==> src/hdl/oag_pkg.sv <==
// operand address generator constants and types
// assumes a single cpu clock domain; no software-visible registers
//
// Functional notes
// - multiply takes multiplicand from accumulator, product goes to accumulator_pair
// - word divide uses accumulator_pair as dividend and quotient
// - decimal adjust add and subtract select the accumulator implicitly
// - digit rotate left and right select the accumulator implicitly
// - register addressing uses current bank and a 3-bit register field
// - byte codes X,A,C,B,E,D,L,H; pair codes AX,BC,DE,HL order
// - direct addressing uses 16-bit immediate unmodified as address
// - short direct reaches only FE20H to FF1FH via 8-bit immediate
// - short direct bit 8 is 1 for 00H-1FH, else 0; upper ones
// - word short direct operands must be at even addresses
// - sfr address is FF00H plus immediate, excluding FFD0H to FFDFH
// - word sfr operands need 16-bit capable register at even address
// - register indirect uses pointer_pair_one or base_pair of current bank
// - based adds zero-extended 8-bit offset to base_pair, carry dropped
// - based indexed adds zero-extended B or C to base_pair, carry dropped
// - stack accesses go through the stack pointer
// - stack accesses confined to internal high-speed ram
// - opcode 10000101 moves byte at pointer_pair_one into accumulator
// - opcode 10110101 pushes pointer_pair_one through the stack pointer
// - short direct FE20H-FEFFH goes to ram, rest to sfr

package oag_pkg;

	// ==========================================================
	// address map
	localparam logic [15:0] OAG_SADDR_LO = 16'hfe20;
	localparam logic [15:0] OAG_SADDR_HI = 16'hff1f;
	localparam logic [15:0] OAG_RAM_TOP = 16'hfeff;
	localparam logic [15:0] OAG_SFR_BASE = 16'hff00;
	localparam logic [15:0] OAG_SFR_GAP_LO = 16'hffd0;
	localparam logic [15:0] OAG_SFR_GAP_HI = 16'hffdf;
	localparam logic [7:0] OAG_SADDR_WRAP = 8'h20;
	localparam logic [15:0] OAG_HSRAM_LO_DEF = 16'hfb00;
	localparam logic [15:0] OAG_HSRAM_HI_DEF = 16'hfeff;
	localparam logic [15:0] OAG_WORD_SFR_MASK_RST = 16'h0000;

	// ==========================================================
	// register codes
	localparam logic [2:0] OAG_R_X = 3'h0;
	localparam logic [2:0] OAG_R_A = 3'h1;
	localparam logic [2:0] OAG_R_C = 3'h2;
	localparam logic [2:0] OAG_R_B = 3'h3;
	localparam logic [1:0] OAG_RP_AX = 2'h0;
	localparam logic [1:0] OAG_RP_BC = 2'h1;
	localparam logic [1:0] OAG_RP_DE = 2'h2;
	localparam logic [1:0] OAG_RP_HL = 2'h3;

	// ==========================================================
	// opcodes decoded directly
	localparam logic [7:0] OAG_OP_MOV_A_DE = 8'h85;
	localparam logic [7:0] OAG_OP_PUSH_DE = 8'hb5;

	// ==========================================================
	// addressing modes
	typedef enum logic [3:0] {
		OAG_M_NONE,
		OAG_M_REG8,
		OAG_M_REG16,
		OAG_M_DIRECT,
		OAG_M_SADDR,
		OAG_M_SFR,
		OAG_M_INDIRECT,
		OAG_M_BASED,
		OAG_M_BASED_IDX,
		OAG_M_STACK_PUSH,
		OAG_M_STACK_POP
	} oag_mode_t;

	// implied operations
	typedef enum logic [2:0] {
		OAG_I_NONE,
		OAG_I_UNSIGNED_MULTIPLY_OP,
		OAG_I_UNSIGNED_WORD_DIVIDE_OP,
		OAG_I_ADJ_ADD,
		OAG_I_ADJ_SUB,
		OAG_I_ROT_L,
		OAG_I_ROT_R
	} oag_implied_t;

	// request status
	typedef enum logic [1:0] {
		OAG_S_IDLE,
		OAG_S_OK,
		OAG_S_FAULT
	} oag_status_t;

endpackage

==> src/hdl/oag_operand_address_generator.sv <==
// operand address generator: register selection or memory effective address
// assumes decoder presents one request per cycle with a valid strobe and
// the register file supplies the selected bank's pair contents
`timescale 1ns/1ns

module oag_operand_address_generator
	import oag_pkg::*;
#(
	parameter logic [15:0] HSRAM_LO = OAG_HSRAM_LO_DEF,
	parameter logic [15:0] HSRAM_HI = OAG_HSRAM_HI_DEF
) (
	// clock and reset
	input wire logic ref_clk,
	input wire logic reset,
	// decoder request
	input wire logic req_valid,
	input wire oag_mode_t req_mode,
	input wire oag_implied_t req_implied,
	input wire logic [7:0] req_opcode,
	input wire logic req_word,
	input wire logic [2:0] req_reg_code,
	input wire logic [1:0] req_pair_code,
	input wire logic req_index_b,
	input wire logic [15:0] absolute_address_operand,
	input wire logic [7:0] req_imm8,
	// bank flags
	input wire logic bank_select_low,
	input wire logic bank_select_high,
	// selected-bank register contents
	input wire logic [15:0] pointer_pair_one,
	input wire logic [15:0] base_pair,
	input wire logic [7:0] reg_b,
	input wire logic [7:0] reg_c,
	input wire logic [15:0] stack_ptr,
	// sfr registers allowing word access, one bit per even word slot
	input wire logic [15:0] sfr_word_ok_map,
	// register selection result
	output logic reg_sel_valid,
	output logic reg_sel_pair,
	output logic [4:0] reg_sel_index,
	output logic [4:0] reg_sel_dest_index,
	output logic [1:0] reg_sel_bank,
	// memory address result
	output logic mem_valid,
	output logic [15:0] mem_addr,
	output logic mem_word,
	output logic mem_to_ram,
	output logic mem_to_sfr,
	output logic mem_stack,
	output logic [15:0] mem_sp_next,
	// status
	output oag_status_t status
);

	// ==========================================================
	// elaboration checks
	// the stack window must be ordered and stay clear of the sfr page
	if (HSRAM_LO > HSRAM_HI) begin : g_bad_window
		$error("oag: high-speed ram window inverted");
	end
	if (HSRAM_HI >= OAG_SFR_BASE) begin : g_bad_window_top
		$error("oag: high-speed ram window reaches the sfr page");
	end

	// ==========================================================
	// implied and fixed-opcode overrides
	logic force_pair;
	logic [2:0] eff_reg_code;
	logic [1:0] eff_pair_code;
	logic [1:0] dest_pair_code;
	oag_mode_t eff_mode;

	always_comb begin
		force_pair = 1'b0;
		eff_reg_code = req_reg_code;
		eff_pair_code = req_pair_code;
		dest_pair_code = req_pair_code;
		eff_mode = req_mode;
		unique case (req_implied)
			OAG_I_UNSIGNED_MULTIPLY_OP: begin
				eff_reg_code = OAG_R_A;
				dest_pair_code = OAG_RP_AX;
				eff_mode = OAG_M_REG8;
			end
			OAG_I_UNSIGNED_WORD_DIVIDE_OP: begin
				force_pair = 1'b1;
				eff_pair_code = OAG_RP_AX;
				dest_pair_code = OAG_RP_AX;
				eff_mode = OAG_M_REG16;
			end
			OAG_I_ADJ_ADD, OAG_I_ADJ_SUB: begin
				eff_reg_code = OAG_R_A;
				eff_mode = OAG_M_REG8;
			end
			OAG_I_ROT_L, OAG_I_ROT_R: begin
				eff_reg_code = OAG_R_A;
				eff_mode = OAG_M_REG8;
			end
			OAG_I_NONE: begin
			end
			default: begin
			end
		endcase
		// with no implied op flagged, fixed encodings win over whatever the decoder passed
		if (req_implied == OAG_I_NONE && req_opcode == OAG_OP_MOV_A_DE) begin
			eff_mode = OAG_M_INDIRECT;
			eff_pair_code = OAG_RP_DE;
			eff_reg_code = OAG_R_A;
		end
		if (req_implied == OAG_I_NONE && req_opcode == OAG_OP_PUSH_DE) begin
			eff_mode = OAG_M_STACK_PUSH;
			eff_pair_code = OAG_RP_DE;
		end
	end

	// ==========================================================
	// register selection
	logic [4:0] sel_index;
	logic [4:0] dest_index;
	logic [1:0] bank;
	logic is_pair;

	assign is_pair = force_pair || (eff_mode == OAG_M_REG16);

	oag_bank_select u_bank (
		.bank_select_low(bank_select_low),
		.bank_select_high(bank_select_high),
		.reg_code(eff_reg_code),
		.pair_code(eff_pair_code),
		.is_pair(is_pair),
		.byte_index(sel_index),
		.bank(bank)
	);

	// destination is always a pair slot of the same bank
	assign dest_index = {bank, dest_pair_code, 1'b0};

	// ==========================================================
	// address arithmetic
	logic [7:0] index_byte;
	logic [15:0] based_sum;
	logic [15:0] base_operand;
	logic [7:0] offset_operand;

	assign index_byte = req_index_b ? reg_b : reg_c;
	assign base_operand = base_pair;
	assign offset_operand = (eff_mode == OAG_M_BASED_IDX) ? index_byte : req_imm8;

	oag_adder16 u_add (
		.base(base_operand),
		.offset(offset_operand),
		.sum(based_sum)
	);

	// ==========================================================
	// effective address
	logic [15:0] ea;
	logic is_mem;
	logic is_stack;
	logic mode_bad;
	logic saddr_high;
	logic [15:0] sfr_ea;
	logic [15:0] sp_next;
	logic [15:0] sp_touch;

	// low 32 codes fold up into the sfr page
	assign saddr_high = (req_imm8 < OAG_SADDR_WRAP);
	assign sfr_ea = OAG_SFR_BASE | {8'h00, req_imm8};
	assign is_stack = (eff_mode == OAG_M_STACK_PUSH)
		|| (eff_mode == OAG_M_STACK_POP);

	always_comb begin
		ea = 16'h0000;
		is_mem = 1'b1;
		mode_bad = 1'b0;
		sp_next = stack_ptr;
		sp_touch = stack_ptr;
		unique case (eff_mode)
			OAG_M_NONE, OAG_M_REG8, OAG_M_REG16: begin
				is_mem = 1'b0;
			end
			OAG_M_DIRECT: begin
				ea = absolute_address_operand;
			end
			OAG_M_SADDR: begin
				ea = {7'h7f, saddr_high, req_imm8};
			end
			OAG_M_SFR: begin
				ea = sfr_ea;
			end
			OAG_M_INDIRECT: begin
				ea = (eff_pair_code == OAG_RP_DE) ? pointer_pair_one : base_pair;
			end
			OAG_M_BASED, OAG_M_BASED_IDX: begin
				ea = based_sum;
			end
			OAG_M_STACK_PUSH: begin
				// pre-decrement by one or two bytes
				sp_next = stack_ptr - (req_word ? 16'h0002 : 16'h0001);
				ea = sp_next;
				sp_touch = stack_ptr - 16'h0001;
			end
			OAG_M_STACK_POP: begin
				ea = stack_ptr;
				sp_next = stack_ptr + (req_word ? 16'h0002 : 16'h0001);
				sp_touch = stack_ptr + (req_word ? 16'h0001 : 16'h0000);
			end
			default: begin
				// spare mode codes fault and never reach memory, but still raise reg_sel_valid
				is_mem = 1'b0;
				mode_bad = 1'b1;
			end
		endcase
	end

	// ==========================================================
	// legality checks, one per refusal reason
	logic saddr_bad;
	logic sfr_gap;
	logic sfr_word_bad;
	logic stack_bad;
	logic fault;

	// an odd word would straddle two byte slots
	assign saddr_bad = (eff_mode == OAG_M_SADDR) && req_word && req_imm8[0];
	// external hole is refused for sfr addressing only; direct, indirect and based modes still reach it
	assign sfr_gap = (eff_mode == OAG_M_SFR) && (sfr_ea >= OAG_SFR_GAP_LO)
		&& (sfr_ea <= OAG_SFR_GAP_HI);

	always_comb begin
		sfr_word_bad = 1'b0;
		if (eff_mode == OAG_M_SFR && req_word) begin
			// only the top 32 bytes, FFE0H to FFFFH, have word-capable slots in the map
			if (req_imm8[0] || req_imm8[7:5] != 3'h7) begin
				sfr_word_bad = 1'b1;
			end else if (!sfr_word_ok_map[req_imm8[4:1]]) begin
				sfr_word_bad = 1'b1;
			end
		end
	end

	always_comb begin
		stack_bad = 1'b0;
		if (is_stack) begin
			// both bytes of a word transfer must sit inside the window
			if (ea < HSRAM_LO || ea > HSRAM_HI) begin
				stack_bad = 1'b1;
			end
			if (sp_touch < HSRAM_LO || sp_touch > HSRAM_HI) begin
				stack_bad = 1'b1;
			end
		end
	end

	assign fault = mode_bad || saddr_bad || sfr_gap || sfr_word_bad || stack_bad;

	// ==========================================================
	// routing
	logic in_ram_win;
	logic route_ram;
	logic route_sfr;

	assign in_ram_win = (ea >= OAG_SADDR_LO) && (ea <= OAG_RAM_TOP);

	always_comb begin
		route_ram = in_ram_win;
		if (eff_mode == OAG_M_SADDR) begin
			route_sfr = !in_ram_win;
		end else begin
			// other modes may land outside both areas
			route_sfr = (ea >= OAG_SFR_BASE);
		end
	end

	// ==========================================================
	// registered register-selection strobes
	always_ff @(posedge ref_clk) begin
		if (reset) begin
			reg_sel_valid <= 1'b0;
			reg_sel_pair <= 1'b0;
		end else begin
			reg_sel_valid <= req_valid && !is_mem;
			reg_sel_pair <= is_pair;
		end
	end

	// registered register indices
	always_ff @(posedge ref_clk) begin
		if (reset) begin
			reg_sel_index <= 5'h00;
			reg_sel_dest_index <= 5'h00;
			reg_sel_bank <= 2'h0;
		end else begin
			reg_sel_index <= sel_index;
			reg_sel_dest_index <= dest_index;
			reg_sel_bank <= bank;
		end
	end

	// ==========================================================
	// memory strobe; faulted requests never reach the bus
	always_ff @(posedge ref_clk) begin
		if (reset) begin
			mem_valid <= 1'b0;
			mem_word <= 1'b0;
		end else begin
			mem_valid <= req_valid && is_mem && !fault;
			mem_word <= req_word;
		end
	end

	// memory address
	always_ff @(posedge ref_clk) begin
		if (reset) begin
			mem_addr <= 16'h0000;
		end else begin
			mem_addr <= ea;
		end
	end

	// target area flags
	always_ff @(posedge ref_clk) begin
		if (reset) begin
			mem_to_ram <= 1'b0;
			mem_to_sfr <= 1'b0;
		end else begin
			mem_to_ram <= route_ram;
			mem_to_sfr <= route_sfr;
		end
	end

	// stack pointer side; the register file commits sp_next itself
	always_ff @(posedge ref_clk) begin
		if (reset) begin
			mem_stack <= 1'b0;
			mem_sp_next <= 16'h0000;
		end else begin
			mem_stack <= is_stack;
			mem_sp_next <= sp_next;
		end
	end

	// ==========================================================
	// status of the last request
	always_ff @(posedge ref_clk) begin
		if (reset) begin
			status <= OAG_S_IDLE;
		end else if (!req_valid) begin
			status <= OAG_S_IDLE;
		end else if (fault) begin
			status <= OAG_S_FAULT;
		end else begin
			status <= OAG_S_OK;
		end
	end

endmodule // oag_operand_address_generator

==> src/hdl/oag_bank_select.sv <==
// bank decoder: flat register index from bank flags and register code
// assumes the register file is laid out as four banks of eight bytes
`timescale 1ns/1ns

module oag_bank_select
	import oag_pkg::*;
(
	// bank flags
	input wire logic bank_select_low,
	input wire logic bank_select_high,
	// register code
	input wire logic [2:0] reg_code,
	input wire logic [1:0] pair_code,
	input wire logic is_pair,
	// flat index into the 32-byte file
	output logic [4:0] byte_index,
	output logic [1:0] bank
);

	// ==========================================================
	// bank and index
	always_comb begin
		bank = {bank_select_high, bank_select_low};
		if (is_pair) begin
			byte_index = {bank, pair_code, 1'b0};
		end else begin
			byte_index = {bank, reg_code};
		end
	end

endmodule // oag_bank_select

==> src/hdl/oag_adder16.sv <==
// 16-bit base plus zero-extended byte offset, carry dropped
// assumes purely combinational use
`timescale 1ns/1ns

module oag_adder16 (
	// operands
	input wire logic [15:0] base,
	input wire logic [7:0] offset,
	// result
	output logic [15:0] sum
);

	// ==========================================================
	// modular add; the carry out of bit 15 is simply not kept
	logic [16:0] full;

	always_comb begin
		full = {1'b0, base} + {9'h000, offset};
		sum = full[15:0];
	end

endmodule // oag_adder16

==> config.mk <==
export PLATFORM = sky130hd
export DESIGN_NAME = oag_operand_address_generator
export DESIGN_NICKNAME = d
export VERILOG_FILES = /design/src/hdl/oag_pkg.sv /design/src/hdl/oag_operand_address_generator.sv /design/src/hdl/oag_bank_select.sv /design/src/hdl/oag_adder16.sv
export SDC_FILE = /design/constraint.sdc
export NUM_CORES = 1
export LEC_CHECK = 0
export ABC_CLOCK_PERIOD_IN_PS = 15400
export BUFFER_PORTS_ARGS = -buffer_cell sky130_fd_sc_hd__clkbuf_2
export CAP_MARGIN = 15
export CORE_AREA = 8 8 120 95
export CTS_BUF_LIST = sky130_fd_sc_hd__clkbuf_4
export DETAILED_ROUTE_END_ITERATION = 6
export DIE_AREA = 0 0 128 103
export PLACE_DENSITY = 0.88
export SLEW_MARGIN = 0
export SYNTH_ARGS = -nofsm -noshare
export SYNTH_HDL_FRONTEND = slang
export SYNTH_SLANG_ARGS = --single-unit
==> constraint.sdc <==
create_clock -name ref_clk -period 15.4 [get_ports ref_clk]
set_input_delay 3.08 -clock ref_clk [delete_from_list [all_inputs] [get_ports ref_clk]]
set_output_delay 3.08 -clock ref_clk [all_outputs]
set_load 0.1 [all_outputs]
==> results.ini <==
[status]
status = finished, final reports clean

[worst_setup_path]
cpPeakStageDelay_ps = 900
crit_required_ps = 15700
crit_chain = clkbuf_2, or4bb_1, nor4_4, or3_1, clkinv_1, nand2_1, ha_1, inv_1, fa_1, nor2b_1, o31ai_1, a21oi_1, nor4_1, or4_1, o21ai_0, nor3b_1, nand2_1, o21a_1
critPathMaxFanout = 24
critical_path_class = in2reg
crit_top_cell = nand2_1
slowest_stage = clkinv_1
crit_arrival_ps = 8880
critPathLaunchType = input pin
end_kind = register

[placed_design]
port_buffers = 182
dp_hpwl_um = 15000
gp_congestion = 0.995
dp_cells = 918

[layout]
antenna_cells = 0
final_nets = 972
multi_input_area_um2 = 3820
seqCellArea_um2 = 961
drive_gt1_share_pct = 26.9
final_cell_count_no_fill = 927
area_growth_pct = 18.7
n_fill_cell = 865

[job]
drv_cap = 0

[clock_network]
postCtsSetupBuffers = 0
cts_tree = built
clk_pin_slew_ps = 140
h-tree-depth = 2
cts_max_path_buffers = 2
ctsHoldBuffers = 0
numCtsBuffers = 5
cts_sinks = 48
cts_resized = 0
cts_root_buffer = clkbuf_4

[grt]
grt_pass1_wl_um = 28000
grt_usage_pct = 26.3
grt_max_degree = 29
first_global_vias = 5677
antenna_found_initial = 0
grt-ovfl-total = 0

[synthesis]
synth_warnings = 0
avgSynthCellArea_um2 = 7.85
netlist_top_cells_area = dfxtp_1 19%, ha_1 11%, nor2_1 5.5%
synth_top_area_share_pct = 19.0
ys_seq_elements = 48
synth-main-ff-cell = dfxtp_1
synth_cell_types = 83
ys_seq_area_share_pct = 19.0
synth_edf_count = 0
syn_area_um2 = 5060
synth_top_cell_by_area = dfxtp_1
synth_fp_nets = 822
syn_inst = 644
async_flop_share_pct = 0

[pwr]
power.leakage_nw = 2.66
ir_drop_v = 0.0000385
power_w = 0.000356
p_per_area_nw_per_um2 = 59.2

[floorplanning]
core_area_um2 = 9390
initial_core_util_pct = 53.9
fp.dieW_um = 128
num_rows = 31
die_y_um = 103
ios = 184
dieArea_um2 = 13200

[timing]
setup_tns_ps = 0
fin_crit_sh_pct = 55.7
final.min_clock_period_ps = 8580
max_slew_margin_pct = 29.0
hold_violations = 0
clock.fmax_mhz = 117
rsz0062_at_grt = no
worstMarginPinSlew_ps = 1060
setup_viol = 0
maxSlewViolCount = 0
whs_ps = 2900

[worst_hold_path]
hold_class = in2reg

[detailed_routing]
drtIter0Drc = 547
route.vias.total = 5783
vias_per_cell = 6.24
routed_wl_um = 18200
drcViolationCount = 0
postRouteAntennaNets = 0
wire_per_inst_um = 19.6
first_pass_iters = 6

-- cell families (layout without fill, tap and decap cells) --
group                      count (synthesis)  after routing  synth area share (%)
AOI/OAI and AO/OA                        179            179                  24.6
buffers and inverters                     60            211                  5.39
other                                      1              1                0.0741
muxes                                     27             27                  6.58
and+or+nand+nor                          244            244                  25.6
xor gates and xnor gates                  38             38                  6.58
adders and majority gates                 47             47                  12.2
DFF                                       48             48                  19.0
-- power breakdown --
part | internal [W] | switching, W | total (W)
clock | 0.0000177 | 0.0000443 | 0.0000620
combinational | 0.0000515 | 0.000112 | 0.000163
sequential | 0.000129 | 0.00000151 | 0.000131
total | 0.000198 | 0.000157 | 0.000356
-- cells in the final DEF (no fill, tap or decap), drive strengths merged, types with 7 or more instances in the layout --
master,instances
inv,18
nor3,18
o221ai,9
nand2,41
nor2,74
nand4,8
xor2,19
o22ai,7
nand3,16
o21ai,37
xnor2,19
mux2i,22
nor4,14
ha,43
a211oi,13
nor2b,15
clkbuf,187
dfxtp,48
o211ai,9
and2,8
a221oi,7
a21oi,40
nand2b,7
-- cells in the mapped netlist, drive strengths merged, types with 3 or more instances --
master	n
o211ai	9
or4	5
nand3	16
nor3b	6
nand3b	3
or2	6
a21o	4
and2	8
or3	6
a31oi	4
nand2	41
xnor2	19
and3	6
a21boi	3
buf	13
a211oi	13
nor3	18
o2111ai	5
nor2	74
clkbuf	29
nand4	8
a21oi	40
a32oi	3
a221oi	7
mux4	5
ha	43
inv	17
nor4	14
nand2b	7
o21ai	37
o31ai	3
xor2	19
fa	4
dfxtp	48
o21a	3
and4	3
mux2i	22
nor4b	4
nor2b	15
o22ai	7
o221ai	9
-- layer usage --
layer	part of all wire [%]	global-route usage, %	routed length, um	vias to the layer above
met5	0	0	0	-
met4	2.0	6.19	362	0
met3	9.6	6.98	1750	33
met2	46	45.6	8340	317
met1	42	32.1	7720	2727
li1	-	-	-	2706
-- worst paths after layout --
path | startpoint | to | slack, ps | cells past startpoint
min | bank_select_high | reg_sel_index[4]$_SDFF_PP0_ | 2900 | 2
max | req_opcode[3] | status[1]$_SDFF_PP0_ | 6820 | 18
-- registers in the layout (all words and copies together) (netlist names) --
signal              count
reg_sel_valid           1
mem_valid               1
mem_addr               16
reg_sel_dest_index      2
mem_to_sfr              1
mem_stack               1
mem_word                1
status                  2
reg_sel_pair            1
mem_to_ram              1
reg_sel_index           5
mem_sp_next            16
-- metrics by stage --
step           instance area [um^2]  setup WS, ps  utilization (%)
2_1_floorplan                  5060          7490                -
3_3_place_gp                   5940          6750             63.3
3_5_place_dp                   5940          6560             63.3
4_1_cts                        6000          6950             63.9
5_1_grt                        6010          6560             64.0
6_report                       6010          6820             64.0
-- worst max-delay path, delay by kind of cell --
| kind | cells | cell delay, ps |
|---|---|---|
| AOI/OAI and AO/OA | 4 | 770 |
| and+or+nand+nor | 9 | 3390 |
| buffers and inverters | 3 | 1050 |
| adders and majority gates | 2 | 560 |
-- cell type report --
cell class	count	share of cell area (%)
Tap cell	132	2.75
Inverter	18	1.12
Clock buffer	5	0.625
Timing Repair Buffer	185	15.5
Sequential cell	48	16.0
Clock inverter	3	0.292
Multi-Input combinational cell	536	63.7
Note: power is estimated with default switching activity, not from simulation.
